--- src/verilog/opaddr_pkg.sv ---
// Package of constants and types for the operand address decoder.
package opaddr_pkg;

  // ===========================================================================
  // Prefix byte values
  localparam logic [7:0] Y_INDEX_PREFIX            = 8'h90;
  localparam logic [7:0] INDIRECT_PREFIX           = 8'h92;
  localparam logic [7:0] Y_INDIRECT_INDEXED_PREFIX = 8'h91;

  // ===========================================================================
  // Address space limit and reset values
  localparam logic [15:0] PAGE_ZERO_LAST = 16'h00ff;
  localparam logic [15:0] RESET_ADDR     = 16'h0000;
  localparam logic [7:0]  RESET_INDEX    = 8'h00;

  // ===========================================================================
  // Counts
  localparam int MODE_COUNT  = 17;
  localparam int CLASS_COUNT = 7;

  // Addressing mode classes.
  typedef enum logic [2:0] {
    CLS_INHERENT,
    CLS_IMMEDIATE,
    CLS_DIRECT,
    CLS_INDEXED,
    CLS_INDIRECT,
    CLS_RELATIVE,
    CLS_BIT
  } mode_class_e;

  // The full set of addressing modes.
  typedef enum logic [4:0] {
    M_INHERENT,
    M_IMMEDIATE,
    M_DIR_SHORT,
    M_DIR_LONG,
    M_IDX_NONE,
    M_IDX_SHORT,
    M_IDX_LONG,
    M_IND_SHORT,
    M_IND_LONG,
    M_INDIDX_SHORT,
    M_INDIDX_LONG,
    M_REL_DIRECT,
    M_REL_INDIRECT,
    M_BIT_DIRECT,
    M_BIT_INDIRECT,
    M_BIT_DIR_REL,
    M_BIT_IND_REL
  } addr_mode_e;

endpackage

--- src/verilog/cpu_operand_address_decoder.sv ---
// Operand address decoder: fetch sequencer and effective address former.
//
// Functional notes
// - Seventeen modes in seven classes supported
// - Long forms reach full 64 Kbyte space
// - Short direct and short indirect forms limited to page zero
// - Memory read-modify-write uses short forms only
// - Inherent is one byte, no operand
// - Immediate second byte is the value
// - Short direct: one address byte
// - Long direct: two-byte address word
// - Indexed address is index plus offset
// - No-offset indexed uses index register alone
// - Short indexed sums without wrap, to 1FE
// - Long indexed: word offset plus index
// - Short indirect: byte pointer in page zero
// - Long indirect: word pointer in page zero
// - Indirect indexed: pointer plus index
// - Relative adds signed 8-bit offset
// - Three prefixes retarget the next opcode
// - Unknown code resets; bad combination does not
`timescale 1ns/1ps
`default_nettype none
module cpu_operand_address_decoder (
  // Clock and reset
  input  wire logic        clk,
  input  wire logic        sys_rst,
  // Instruction start
  input  wire logic        start,
  input  wire logic [15:0] pc,
  // Index registers
  input  wire logic [7:0]  x_index,
  input  wire logic [7:0]  y_index,
  // Memory fetch port
  output logic             mem_req,
  output logic      [15:0] mem_addr,
  input  wire logic        mem_ack,
  input  wire logic [7:0]  mem_rdata,
  // Decode results
  output logic             done,
  output logic      [7:0]  opcode,
  output opaddr_pkg::addr_mode_e mode,
  output opaddr_pkg::mode_class_e mode_class,
  output logic      [15:0] eff_addr,
  output logic      [7:0]  operand,
  output logic      [15:0] next_pc_out,
  output logic      [1:0]  operand_bytes,
  output logic             illegal_reset
);

  typedef enum logic [2:0] {
    S_IDLE, S_OPCODE, S_ARG1, S_ARG2, S_PTR_HI, S_PTR_LO, S_FINISH
  } state_e;

  state_e                  state, next_state;
  logic [15:0]             fetch_pc, next_fetch_pc;
  logic [15:0]             addr, next_addr;
  logic [15:0]             ptr, next_ptr;
  logic [7:0]              opc, next_opc;
  logic [7:0]              arg, next_arg;
  logic [1:0]              pfx, next_pfx;    // 0 none, 1 Y, 2 ind, 3 Y-ind
  logic [1:0]              nbytes, next_nbytes;
  logic                    rst_pulse, next_rst_pulse;
  opaddr_pkg::addr_mode_e  cls_mode, eff_mode;
  logic                    cls_legal, is_prefix;
  logic [15:0]             ea_sum;
  logic [15:0]             ea_base;
  logic                    use_y, use_idx;

  // ===========================================================================
  // Opcode classification.
  opcode_classifier u_classify (
    .opcode (opc),
    .mode   (cls_mode),
    .rmw    (),
    .legal  (cls_legal)
  );

  // Prefix detection looks at the raw fetched byte.
  assign is_prefix = (mem_rdata == opaddr_pkg::Y_INDEX_PREFIX) ||
                     (mem_rdata == opaddr_pkg::INDIRECT_PREFIX) ||
                     (mem_rdata == opaddr_pkg::Y_INDIRECT_INDEXED_PREFIX);

  // ===========================================================================
  // Prefix retargeting: direct becomes indirect, indexed becomes indirect
  // indexed. An odd pairing keeps the plain mode rather than resetting.
  always_comb begin
    eff_mode = cls_mode;
    if (pfx == 2'd2) begin
      case (cls_mode)
        opaddr_pkg::M_DIR_SHORT:   eff_mode = opaddr_pkg::M_IND_SHORT;
        opaddr_pkg::M_DIR_LONG:    eff_mode = opaddr_pkg::M_IND_LONG;
        opaddr_pkg::M_IDX_SHORT:   eff_mode = opaddr_pkg::M_INDIDX_SHORT;
        opaddr_pkg::M_IDX_LONG:    eff_mode = opaddr_pkg::M_INDIDX_LONG;
        opaddr_pkg::M_REL_DIRECT:  eff_mode = opaddr_pkg::M_REL_INDIRECT;
        opaddr_pkg::M_BIT_DIRECT:  eff_mode = opaddr_pkg::M_BIT_INDIRECT;
        opaddr_pkg::M_BIT_DIR_REL: eff_mode = opaddr_pkg::M_BIT_IND_REL;
        default:                   eff_mode = cls_mode;
      endcase
    end else if (pfx == 2'd3) begin
      // Only the X indirect indexed forms have a Y twin; a direct opcode
      // behind this prefix is an odd pairing and must stay direct.
      case (cls_mode)
        opaddr_pkg::M_IDX_SHORT:   eff_mode = opaddr_pkg::M_INDIDX_SHORT;
        opaddr_pkg::M_IDX_LONG:    eff_mode = opaddr_pkg::M_INDIDX_LONG;
        default:                   eff_mode = cls_mode;
      endcase
    end
  end

  // Y is selected by the Y prefix or the Y indirect indexed prefix.
  assign use_y = (pfx == 2'd1) || (pfx == 2'd3);

  // ===========================================================================
  // Effective address formation.
  always_comb begin
    ea_base = addr;
    use_idx = 1'b0;
    case (eff_mode)
      opaddr_pkg::M_IDX_NONE: begin
        ea_base = 16'h0000;
        use_idx = 1'b1;
      end
      opaddr_pkg::M_IDX_SHORT, opaddr_pkg::M_IDX_LONG: begin
        use_idx = 1'b1;
      end
      opaddr_pkg::M_INDIDX_SHORT, opaddr_pkg::M_INDIDX_LONG: begin
        ea_base = ptr;
        use_idx = 1'b1;
      end
      opaddr_pkg::M_IND_SHORT, opaddr_pkg::M_IND_LONG,
      opaddr_pkg::M_BIT_INDIRECT, opaddr_pkg::M_BIT_IND_REL: begin
        ea_base = ptr;
      end
      opaddr_pkg::M_REL_DIRECT: begin
        // Signed offset relative to the address after the instruction.
        ea_base = fetch_pc + {{8{arg[7]}}, arg};
      end
      opaddr_pkg::M_REL_INDIRECT: begin
        ea_base = fetch_pc + {{8{ptr[7]}}, ptr[7:0]};
      end
      default: begin
        ea_base = addr;
      end
    endcase
  end

  ea_adder u_add (
    .base      (ea_base),
    .index     (use_y ? y_index : x_index),
    .use_index (use_idx),
    .sum       (ea_sum)
  );

  // ===========================================================================
  // Fetch sequencer: opcode (after any prefix), operand bytes, pointer bytes.
  always_comb begin
    next_state     = state;
    next_fetch_pc  = fetch_pc;
    next_addr      = addr;
    next_ptr       = ptr;
    next_opc       = opc;
    next_arg       = arg;
    next_pfx       = pfx;
    next_nbytes    = nbytes;
    next_rst_pulse = 1'b0;
    case (state)
      S_IDLE: begin
        if (start) begin
          next_fetch_pc = pc;
          next_pfx      = 2'd0;
          next_nbytes   = 2'd0;
          next_state    = S_OPCODE;
        end
      end
      S_OPCODE: begin
        if (mem_ack) begin
          next_fetch_pc = fetch_pc + 16'h0001;
          if (is_prefix && pfx == 2'd0) begin
            if (mem_rdata == opaddr_pkg::Y_INDEX_PREFIX) begin
              next_pfx = 2'd1;
            end else if (mem_rdata == opaddr_pkg::INDIRECT_PREFIX) begin
              next_pfx = 2'd2;
            end else begin
              next_pfx = 2'd3;
            end
          end else begin
            next_opc   = mem_rdata;
            next_state = S_ARG1;
          end
        end
      end
      S_ARG1: begin
        if (!cls_legal) begin
          next_rst_pulse = 1'b1;
          next_state     = S_IDLE;
        end else if (eff_mode == opaddr_pkg::M_INHERENT ||
                     eff_mode == opaddr_pkg::M_IDX_NONE) begin
          next_state = S_FINISH;
        end else if (mem_ack) begin
          next_fetch_pc = fetch_pc + 16'h0001;
          next_nbytes   = 2'd1;
          next_arg      = mem_rdata;
          next_addr     = {8'h00, mem_rdata};
          if (eff_mode == opaddr_pkg::M_DIR_LONG ||
              eff_mode == opaddr_pkg::M_IDX_LONG) begin
            next_addr  = {mem_rdata, 8'h00};
            next_state = S_ARG2;
          end else if (eff_mode == opaddr_pkg::M_IND_SHORT ||
                       eff_mode == opaddr_pkg::M_INDIDX_SHORT ||
                       eff_mode == opaddr_pkg::M_REL_INDIRECT ||
                       eff_mode == opaddr_pkg::M_BIT_INDIRECT ||
                       eff_mode == opaddr_pkg::M_BIT_IND_REL) begin
            next_state = S_PTR_LO;
          end else if (eff_mode == opaddr_pkg::M_IND_LONG ||
                       eff_mode == opaddr_pkg::M_INDIDX_LONG) begin
            next_state = S_PTR_HI;
          end else begin
            next_state = S_FINISH;
          end
        end
      end
      S_ARG2: begin
        if (mem_ack) begin
          next_fetch_pc = fetch_pc + 16'h0001;
          next_nbytes   = 2'd2;
          next_addr     = {addr[15:8], mem_rdata};
          next_state    = S_FINISH;
        end
      end
      S_PTR_HI: begin
        if (mem_ack) begin
          next_ptr   = {mem_rdata, 8'h00};
          next_addr  = addr + 16'h0001;
          next_state = S_PTR_LO;
        end
      end
      S_PTR_LO: begin
        if (mem_ack) begin
          if (eff_mode == opaddr_pkg::M_IND_LONG ||
              eff_mode == opaddr_pkg::M_INDIDX_LONG) begin
            next_ptr = {ptr[15:8], mem_rdata};
          end else begin
            next_ptr = {8'h00, mem_rdata};
          end
          next_state = S_FINISH;
        end
      end
      default: begin
        next_state = S_IDLE;
      end
    endcase
  end

  // Sequencer registers.
  always_ff @(posedge clk or posedge sys_rst) begin
    if (sys_rst) begin
      state     <= S_IDLE;
      fetch_pc  <= opaddr_pkg::RESET_ADDR;
      addr      <= opaddr_pkg::RESET_ADDR;
      ptr       <= opaddr_pkg::RESET_ADDR;
      opc       <= opaddr_pkg::RESET_INDEX;
      arg       <= opaddr_pkg::RESET_INDEX;
      pfx       <= 2'd0;
      nbytes    <= 2'd0;
      rst_pulse <= 1'b0;
    end else begin
      state     <= next_state;
      fetch_pc  <= next_fetch_pc;
      addr      <= next_addr;
      ptr       <= next_ptr;
      opc       <= next_opc;
      arg       <= next_arg;
      pfx       <= next_pfx;
      nbytes    <= next_nbytes;
      rst_pulse <= next_rst_pulse;
    end
  end

  // ===========================================================================
  // Memory request: code bytes from the program counter, pointer bytes from
  // page zero at the address taken from the instruction.
  always_comb begin
    mem_req  = (state == S_OPCODE) || (state == S_ARG2) ||
               (state == S_PTR_HI) || (state == S_PTR_LO) ||
               (state == S_ARG1 && cls_legal &&
                eff_mode != opaddr_pkg::M_INHERENT &&
                eff_mode != opaddr_pkg::M_IDX_NONE);
    mem_addr = (state == S_PTR_HI || state == S_PTR_LO) ? addr : fetch_pc;
  end

  // ===========================================================================
  // Results, valid while done is high.
  always_comb begin
    done          = (state == S_FINISH);
    opcode        = opc;
    mode          = eff_mode;
    eff_addr      = ea_sum;
    operand       = arg;
    next_pc_out   = fetch_pc;
    operand_bytes = nbytes;
    illegal_reset = rst_pulse;
    case (eff_mode)
      opaddr_pkg::M_INHERENT:  mode_class = opaddr_pkg::CLS_INHERENT;
      opaddr_pkg::M_IMMEDIATE: mode_class = opaddr_pkg::CLS_IMMEDIATE;
      opaddr_pkg::M_DIR_SHORT,
      opaddr_pkg::M_DIR_LONG:  mode_class = opaddr_pkg::CLS_DIRECT;
      opaddr_pkg::M_IDX_NONE, opaddr_pkg::M_IDX_SHORT,
      opaddr_pkg::M_IDX_LONG:  mode_class = opaddr_pkg::CLS_INDEXED;
      opaddr_pkg::M_REL_DIRECT,
      opaddr_pkg::M_REL_INDIRECT: mode_class = opaddr_pkg::CLS_RELATIVE;
      opaddr_pkg::M_BIT_DIRECT, opaddr_pkg::M_BIT_INDIRECT,
      opaddr_pkg::M_BIT_DIR_REL,
      opaddr_pkg::M_BIT_IND_REL: mode_class = opaddr_pkg::CLS_BIT;
      default:                 mode_class = opaddr_pkg::CLS_INDIRECT;
    endcase
  end

endmodule
`default_nettype wire

--- src/verilog/ea_adder.sv ---
// Effective address adder: base plus zero-extended index.
`timescale 1ns/1ps
`default_nettype none
module ea_adder (
  // Operands
  input  wire logic [15:0] base,
  input  wire logic [7:0]  index,
  input  wire logic        use_index,
  // Result
  output logic      [15:0] sum
);

  // Unsigned add with no wrap into page zero; short indexed reaches 1FE.
  always_comb begin
    sum = base + (use_index ? {8'h00, index} : 16'h0000);
  end

endmodule
`default_nettype wire

--- src/verilog/opcode_classifier.sv ---
// Opcode classifier: maps an opcode byte to its addressing mode.
`timescale 1ns/1ps
`default_nettype none
module opcode_classifier (
  // Opcode under decode
  input  wire logic [7:0]             opcode,
  // Classification
  output opaddr_pkg::addr_mode_e      mode,
  output logic                        rmw,
  output logic                        legal
);

  // ===========================================================================
  // Row decode on the high nibble; the low nibble only picks out the hole at 95.
  // Row 0/1 are bit ops, 2 is relative, 3-7 memory RMW/inherent, 8-9
  // inherent, A-F arithmetic with mode chosen by the row.
  always_comb begin
    mode  = opaddr_pkg::M_INHERENT;
    rmw   = 1'b0;
    legal = 1'b1;
    case (opcode[7:4])
      4'h0: begin
        mode = opaddr_pkg::M_BIT_DIR_REL;
      end
      4'h1: begin
        mode = opaddr_pkg::M_BIT_DIRECT;
      end
      4'h2: begin
        mode = opaddr_pkg::M_REL_DIRECT;
      end
      4'h3: begin
        mode = opaddr_pkg::M_DIR_SHORT;
        rmw  = 1'b1;
      end
      4'h6: begin
        mode = opaddr_pkg::M_IDX_SHORT;
        rmw  = 1'b1;
      end
      4'h7: begin
        mode = opaddr_pkg::M_IDX_NONE;
        rmw  = 1'b1;
      end
      4'h4, 4'h5, 4'h8, 4'h9: begin
        mode  = opaddr_pkg::M_INHERENT;
        // One hole in the inherent rows, 95, holds no instruction.
        legal = (opcode != 8'h95);
      end
      4'ha: begin
        mode = opaddr_pkg::M_IMMEDIATE;
      end
      4'hb: begin
        mode = opaddr_pkg::M_DIR_SHORT;
      end
      4'hc: begin
        mode = opaddr_pkg::M_DIR_LONG;
      end
      4'hd: begin
        mode = opaddr_pkg::M_IDX_LONG;
      end
      4'he: begin
        mode = opaddr_pkg::M_IDX_SHORT;
      end
      default: begin
        mode = opaddr_pkg::M_IDX_NONE;
      end
    endcase
  end

endmodule
`default_nettype wire
--- config.mk ---
export PLATFORM = sky130hd
export DESIGN_NAME = cpu_operand_address_decoder
export DESIGN_NICKNAME = d
export VERILOG_FILES = /design/src/verilog/opaddr_pkg.sv /design/src/verilog/cpu_operand_address_decoder.sv /design/src/verilog/ea_adder.sv /design/src/verilog/opcode_classifier.sv
export SDC_FILE = /design/constraint.sdc
export NUM_CORES = 1
export LEC_CHECK = 0
export BUFFER_PORTS_ARGS = -buffer_cell sky130_fd_sc_hd__buf_2
export CAP_MARGIN = 20
export CELL_PAD_IN_SITES_DETAIL_PLACEMENT = 1
export CELL_PAD_IN_SITES_GLOBAL_PLACEMENT = 1
export CORE_MARGIN = 8
export CORE_UTILIZATION = 35
export DETAILED_ROUTE_END_ITERATION = 6
export GPL_ROUTABILITY_DRIVEN = 0
export PLACE_DENSITY_LB_ADDON = 0.1
export SLEW_MARGIN = 0
export SYNTH_ARGS = -nofsm -noshare
export SYNTH_HDL_FRONTEND = slang
export SYNTH_SLANG_ARGS = --single-unit
--- constraint.sdc ---
create_clock -name clk -period 8.1 [get_ports clk]
set_clock_uncertainty 0.05 [all_clocks]
set_input_delay 2.025 -clock clk [delete_from_list [all_inputs] [get_ports clk]]
set_output_delay 2.025 -clock clk [all_outputs]
set_load 0.05 [all_outputs]
==> results.toml, run 1 <==
[global_routing]
number_of_antenna_violations_at_the_first_check_in_global_routing = 0
groute.layer.met2.usage = 0.3413
grt_most_used_layer = "met2"
gr-total-overflow = 0
total_global_routing_track_utilization = 0.2136
grt_util_met1 = 0.2865
grt_pass1_vias = 6542
grt_pass1_wl_um = 37100
largest_net_degree_at_the_start_of_global_routing = 73
groute.layer.met3.usage = 0.03753

[clocking]
tritoncts_clock_tree = "yes"
cts.sinks = 72
cts.root.buffer_cell = "clkbuf_16"
numCtsBuffers = 9
insertion_delay_ns = 0.34
clockBufferDepth = 2
clk_pin_slew_worst_paths_ns = 0.06
h-tree-depth = 3

[setup_path]
path_cells = "o21bai_1 -> a22o_1 -> a211o_2 -> nand4bb_2 -> mux2_2 -> ha_1 -> fa_1 -> a21o_1 -> a21oi_1 -> xnor2_1 -> a222oi_1 -> inv_1 -> ha_1 -> inv_1 -> o21bai_1 -> a21oi_1 -> o21bai_1 -> a21oi_2 -> buf_4 -> nor4b_2 -> xor2_1 -> buf_4"
critical-path-slowest-cell = "dfrtp_2"
cpMostUsedCell = "o21bai_1"
worst-endpoint-required_ns = 6.03
crit_path_largest_cell_delay_ns = 0.49
crit_path_max_fanout = 14
critical_path.top_delay_family = "compound AO/OA/AOI/OAI gates"
timing.critical_path.from_type = "flip-flop"
worst-endpoint-arrival_ns = 5.74
rrSetupSlack_ns = 4.91
path_class = "flip-flop to output pin"
crit_buf_inv = 4
endpoint_kind = "output pin"

[flow_run]
cap_violations = 0

[timing]
setup_viol = 0
setup_slack_ns = 0.2863
final.period_utilization = 0.9647
tightest_slew_ns = 1.016
fin_crit_ns = 7.814
finalMaxSlewViolations = 0
tns_ns = 0
maximum_frequency_from_static_timing_analysis_mhz = 128.0
final-hold-violation-count = 0
max_slew_margin_vs_limit = 0.3224

[yosys]
post_synth_main_area_contributors = "dfrtp_1 30%, nand2_1 8.2%, a21oi_1 6.5%"
synthDominantCellAreaShare = 0.2989
syn-cell-area_sq_mm = 0.006027
synth.lib_cells_used.distinct = 66
synth_enable_flop_cells = 0
async_reset_ff_frac = 1.000
synthCells = 770
synth_warnings = 0
synth_sequential_area_ratio = 0.2989
main_synth_ff_type = "dfrtp_1"
postSynthRegisterBits = 72
yosysTopAreaCell = "dfrtp_1"
synth.net_count = 844
avgSynthCellArea_sq_um = 7.827

[routing]
ant_nets = 0
drt-pass1-iter-count = 5
avgViaCountPerCell = 5.708
num_vias = 6313
drt_drc_violations_left = 0
routed_wl_um = 23320
detail_route.iter0.violations = 439
routed_wire_length_per_instance_um = 21.08

[floorplan]
core.rowCount = 48
floorplan.initialDensity = 0.3534
floorplan.io_pins = 121
die_area_sq_mm = 0.02168
floorplan.die.height_um = 147.2
die_x_um = 147.2
core_area_sq_mm = 0.01706

[layout]
ff_latch_area_sq_mm = 0.001805
layout.filler_cells = 2137
ratio_of_cells_with_drive_above_1_in_the_final_layout = 0.2372
multi_input_area_sq_mm = 0.003978
areaGrowthSynthToFinish_pct = 20.10
finalNetCount = 950
antenna_cells_inserted = 0

[place]
detailed_place_hpwl_um = 17770
buffer_ports.inserted = 120
place_ws_ns = 0.1882

[outcome]
outcome = "complete, no violations"

[min_path]
hold_path_class = "flip-flop to flip-flop"
-- worst register-to-register path: cells and delay by family, from the launching register on --
kind            cells  cell delay, ns
mux                 1            0.42
simple gates        4            1.37
flops               1            0.53
compound gates      2            0.46
buf+inv             1            0.24
-- layout by cell type, fill, tap and decap left out, drive strengths merged, types with 3 or more instances in the layout --
| cell type | Yosys | layout |
|---|---|---|
| a211oi | 5 | 5 |
| a21boi | 3 | 3 |
| a21o | 15 | 15 |
| a21oi | 79 | 79 |
| a221oi | 5 | 5 |
| a222oi | 6 | 6 |
| a22o | 4 | 4 |
| a22oi | 8 | 8 |
| a31oi | 7 | 7 |
| and2 | 5 | 5 |
| and3 | 10 | 10 |
| buf | 12 | 138 |
| clkbuf | 33 | 13 |
| dfrtp | 72 | 72 |
| ha | 28 | 28 |
| inv | 20 | 20 |
| mux2 | 26 | 26 |
| mux2i | 10 | 10 |
| nand2 | 132 | 132 |
| nand2b | 8 | 8 |
| nand3 | 21 | 21 |
| nand4 | 4 | 4 |
| nor2 | 52 | 52 |
| nor2b | 7 | 7 |
| nor3 | 22 | 22 |
| nor3b | 3 | 3 |
| o211ai | 5 | 5 |
| o21ai | 79 | 79 |
| o21bai | 6 | 6 |
| o22ai | 11 | 11 |
| o31ai | 4 | 4 |
| or2 | 6 | 6 |
| or3 | 5 | 5 |
| xnor2 | 19 | 19 |
| xor2 | 11 | 11 |
-- state kept, by name, summed over array words and instances, names as in the netlist --
| signal | flops |
|---|---|
| operand | 8 |
| addr | 16 |
| operand_bytes | 2 |
| pfx | 2 |
| state | 3 |
| next_pc_out | 16 |
| ptr | 16 |
| opcode | 8 |
| illegal_reset | 1 |
-- path summary, 6_finish.rpt --
check / from / cells past startpoint / endpoint
max: opcode[4] / 22 / eff_addr[14]
min reg2reg: operand_bytes[0] / 1 / operand_bytes[0]
min: operand_bytes[0] / 1 / operand_bytes[0]
max reg2reg: opcode[5] / 8 / operand[6]
min in group asynchronous: sys_rst / 3 / operand_bytes[0]
max in group asynchronous: sys_rst / 4 / opcode[6]
-- per-stage QoR --
stage | utilization | std cells | hold slack (ns) | cell area (sq um)
floorplan | - | 770 | 0.3997 | 6027
global placement | 0.3989 | 1082 | 0.4166 | 6804
detailed placement | 0.3989 | 1082 | 0.4184 | 6804
CTS | 0.4176 | 1098 | 0.4316 | 7123
global route | 0.4244 | 1106 | 0.4342 | 7238
finish | 0.4244 | 1106 | 0.4250 | 7238
-- final cells by class --
type	count	area share
multi-input combinational	633	0.5495
sequential	72	0.2494
tap	225	0.03889
clock buffer	11	0.03492
inverter	20	0.01037
timing repair buffer	140	0.1092
clock inverter	5	0.007606
-- timing repair --
| action | in CTS | in global routing |
|---|---|---|
| hold buffers | 0 | 0 |
| endpoints found under the setup margin | 3 | 8 |
| resized for setup | 4 | 9 |
| pin swaps | 1 | 5 |
| buffers inserted | 0 | 7 |
-- logic make-up (layout without fill, tap and decap cells) --
kind of cell | count (synthesis) | count (layout) | share of synthesized area
flip-flops | 72 | 72 | 0.2989
buffers and inverters | 65 | 176 | 0.04567
adder cells (fa/ha/maj) | 30 | 30 | 0.06477
XOR/XNOR | 30 | 30 | 0.04484
AND/OR/NAND/NOR | 286 | 286 | 0.2209
multiplexers | 36 | 36 | 0.06581
AO/OA/AOI/OAI | 251 | 251 | 0.2591
-- Yosys cell counts, types with 4 or more instances --
| cell | n |
|---|---|
| mux2_2 | 25 |
| a222oi_1 | 6 |
| a22o_1 | 4 |
| mux2i_1 | 10 |
| nand2b_1 | 8 |
| a221oi_1 | 4 |
| nor2b_1 | 6 |
| ha_1 | 28 |
| xnor2_1 | 19 |
| o31ai_1 | 4 |
| a21o_1 | 15 |
| o21bai_1 | 6 |
| o21ai_0 | 75 |
| a211oi_1 | 5 |
| dfrtp_1 | 72 |
| a22oi_1 | 8 |
| or3_1 | 5 |
| nand2_1 | 132 |
| o211ai_1 | 5 |
| nand4_1 | 4 |
| xor2_1 | 10 |
| and3_1 | 10 |
| inv_1 | 20 |
| a31oi_1 | 7 |
| buf_2 | 7 |
| and2_1 | 5 |
| o21ai_1 | 4 |
| or2_2 | 6 |
| nor3_1 | 20 |
| a21oi_1 | 78 |
| nor2_1 | 52 |
| o22ai_1 | 11 |
| nand3_1 | 21 |
| clkbuf_1 | 33 |
-- metal layers --
metal,share of wire,up-vias
met5,0,-
met4,0.016,0
met3,0.044,23
met2,0.46,149
met1,0.48,3149
li1,-,2992
Power of run 1 is left out: the tool's default activity adds up to more than one toggle a clock period on the data nets, which glitch-free logic cannot reach.
==> run 2, diff against run 1 <==
- MAX_ROUTING_LAYER: unset -> met4
==> results.toml, run 2 (synthesis results as in run 1) <==
[setup_path]
worst-endpoint-arrival_ns = 5.76
endpoint_kind = "output pin"
path_class = "flip-flop to output pin"
crit_path_largest_cell_delay_ns = 0.49
path_cells = "o21bai_1 -> a22o_1 -> a211o_2 -> nand4bb_2 -> mux2_2 -> ha_1 -> fa_1 -> a21o_1 -> a21oi_1 -> xnor2_1 -> a222oi_1 -> inv_1 -> ha_1 -> inv_1 -> o21bai_1 -> a21oi_1 -> o21bai_1 -> a21oi_2 -> buf_4 -> nor4b_2 -> xor2_1 -> buf_4"
cpMostUsedCell = "o21bai_1"
r2r_cells = 8
worst-endpoint-required_ns = 6.03
crit_buf_inv = 4
critical-path-slowest-cell = "dfrtp_2"
crit_path_max_fanout = 14
critical_path.top_delay_family = "compound AO/OA/AOI/OAI gates"
critical_path_cell_count = 22
timing.critical_path.from_type = "flip-flop"

[layout]
postLayoutCoreUtil = 0.4244
final_cell_mix = "132 x nand2_1, 117 x buf_2, 77 x a21oi_1"
ratio_of_cells_with_drive_above_1_in_the_final_layout = 0.2372
antenna_cells_inserted = 0
layout_commonest_cell = "nand2_1"
areaGrowthSynthToFinish_pct = 20.10
finalNetCount = 950
layout.filler_cells = 2137

[floorplan]
floorplan.io_pins = 121
die_area_sq_mm = 0.02168
floorplan.die.height_um = 147.2
die_x_um = 147.2
floorplan.initialDensity = 0.3534
core.rowCount = 48
core_area_sq_mm = 0.01706

[timing]
tightest_slew_ns = 1.015
finalMaxSlewViolations = 0
fin_crit_ns = 7.836
hold-worst-slack_ns = 0.4251
tns_ns = 0
setup_viol = 0
final.period_utilization = 0.9674
setup_slack_ns = 0.2640
max_slew_margin_vs_limit = 0.3232
final-hold-violation-count = 0
maximum_frequency_from_static_timing_analysis_mhz = 127.6

[clocking]
insertion_delay_ns = 0.35
cts.sinks = 72
cts_hold_buffers = 0
clk_pin_slew_worst_paths_ns = 0.06
h-tree-depth = 3
cts.root.buffer_cell = "clkbuf_16"
tritoncts_clock_tree = "yes"
numCtsBuffers = 9
clockBufferDepth = 2

[routing]
drt-pass1-iter-count = 7
num_vias = 6304
drt_drc_violations_left = 1
ant_nets = 0
avgViaCountPerCell = 5.700
routed_wl_um = 23380
detail_route.iter0.violations = 418
routed_wire_length_per_instance_um = 21.14

[min_path]
holdPathStages = 1
hold_path_class = "flip-flop to flip-flop"

[place]
buffer_ports.inserted = 120
place_ws_ns = 0.1882
detailed_place_hpwl_um = 17770

[global_routing]
gr-total-overflow = 0
largest_net_degree_at_the_start_of_global_routing = 73
grt_pass1_vias = 6536
total_global_routing_track_utilization = 0.2197
grt_pass1_wl_um = 37080
number_of_antenna_violations_at_the_first_check_in_global_routing = 0

[outcome]
outcome = "complete, but fails checks"
violations = "design-rule violations"

[flow_run]
cap_violations = 0
==> run 2: cell counts in the layout (fill, tap and decap cells not counted) <==
Identical to the previous run, type by type.
==> run 2: final timing paths <==
kind	from	to	slack (ns)
worst max-delay path	opcode[4]	eff_addr[14]	0.26
worst min-delay path	operand_bytes[0]	operand_bytes[0]	0.43
worst max register to register	opcode[5]	operand[6]	4.90
worst min register to register	operand_bytes[0]	operand_bytes[0]	0.43
max in group asynchronous	sys_rst	opcode[6]	5.83
min in group asynchronous	sys_rst	operand_bytes[0]	1.59
==> run 2: area by class of cell <==
class                   count  area, sq um  area share
inverters                  20        75.07     0.01037
clock buffers              11        252.7     0.03492
well taps                 225        281.5     0.03889
multi-input cells         633         3978      0.5495
flip-flops and latches     72         1805      0.2494
repair buffers            140        790.8      0.1092
clock inverters             5        55.05    0.007606
==> run 2: worst reg2reg max path: stages, from the launching register on <==
cell and delay, ns:
dfrtp_1 0.53, buf_4 0.24, and2_1 0.23, a21oi_1 0.38, or2_2 0.20, a31oi_1 0.08
or2_2 0.34, nor3_2 0.61, mux2_2 0.42
==> run 2: routing by layer <==
layer,wire length [um],track usage,part of all wire,up-vias
met4,373,0.06833,0.016,0
met1,11300,0.2891,0.48,3139
met3,996,0.03261,0.043,22
met5,0,-,0,-
met2,10710,0.3420,0.46,155
li1,-,-,-,2988
==> run 2: what timing repair did <==
| item | 4_1_cts | 5_1_grt |
|---|---|---|
| pin swaps | 1 | 5 |
| setup endpoints to repair | 3 | 8 |
| resized for setup | 4 | 9 |
| setup buffers | 0 | 7 |
==> run 2: metrics by stage <==
step / cells / cell area [sq um]
finish: 1106 / 7238
global route: 1106 / 7238
CTS: 1098 / 7123
detailed placement: 1082 / 6804
global placement: 1082 / 6804
floorplan: 770 / 6027
Power of run 2 is left out for the same reason.
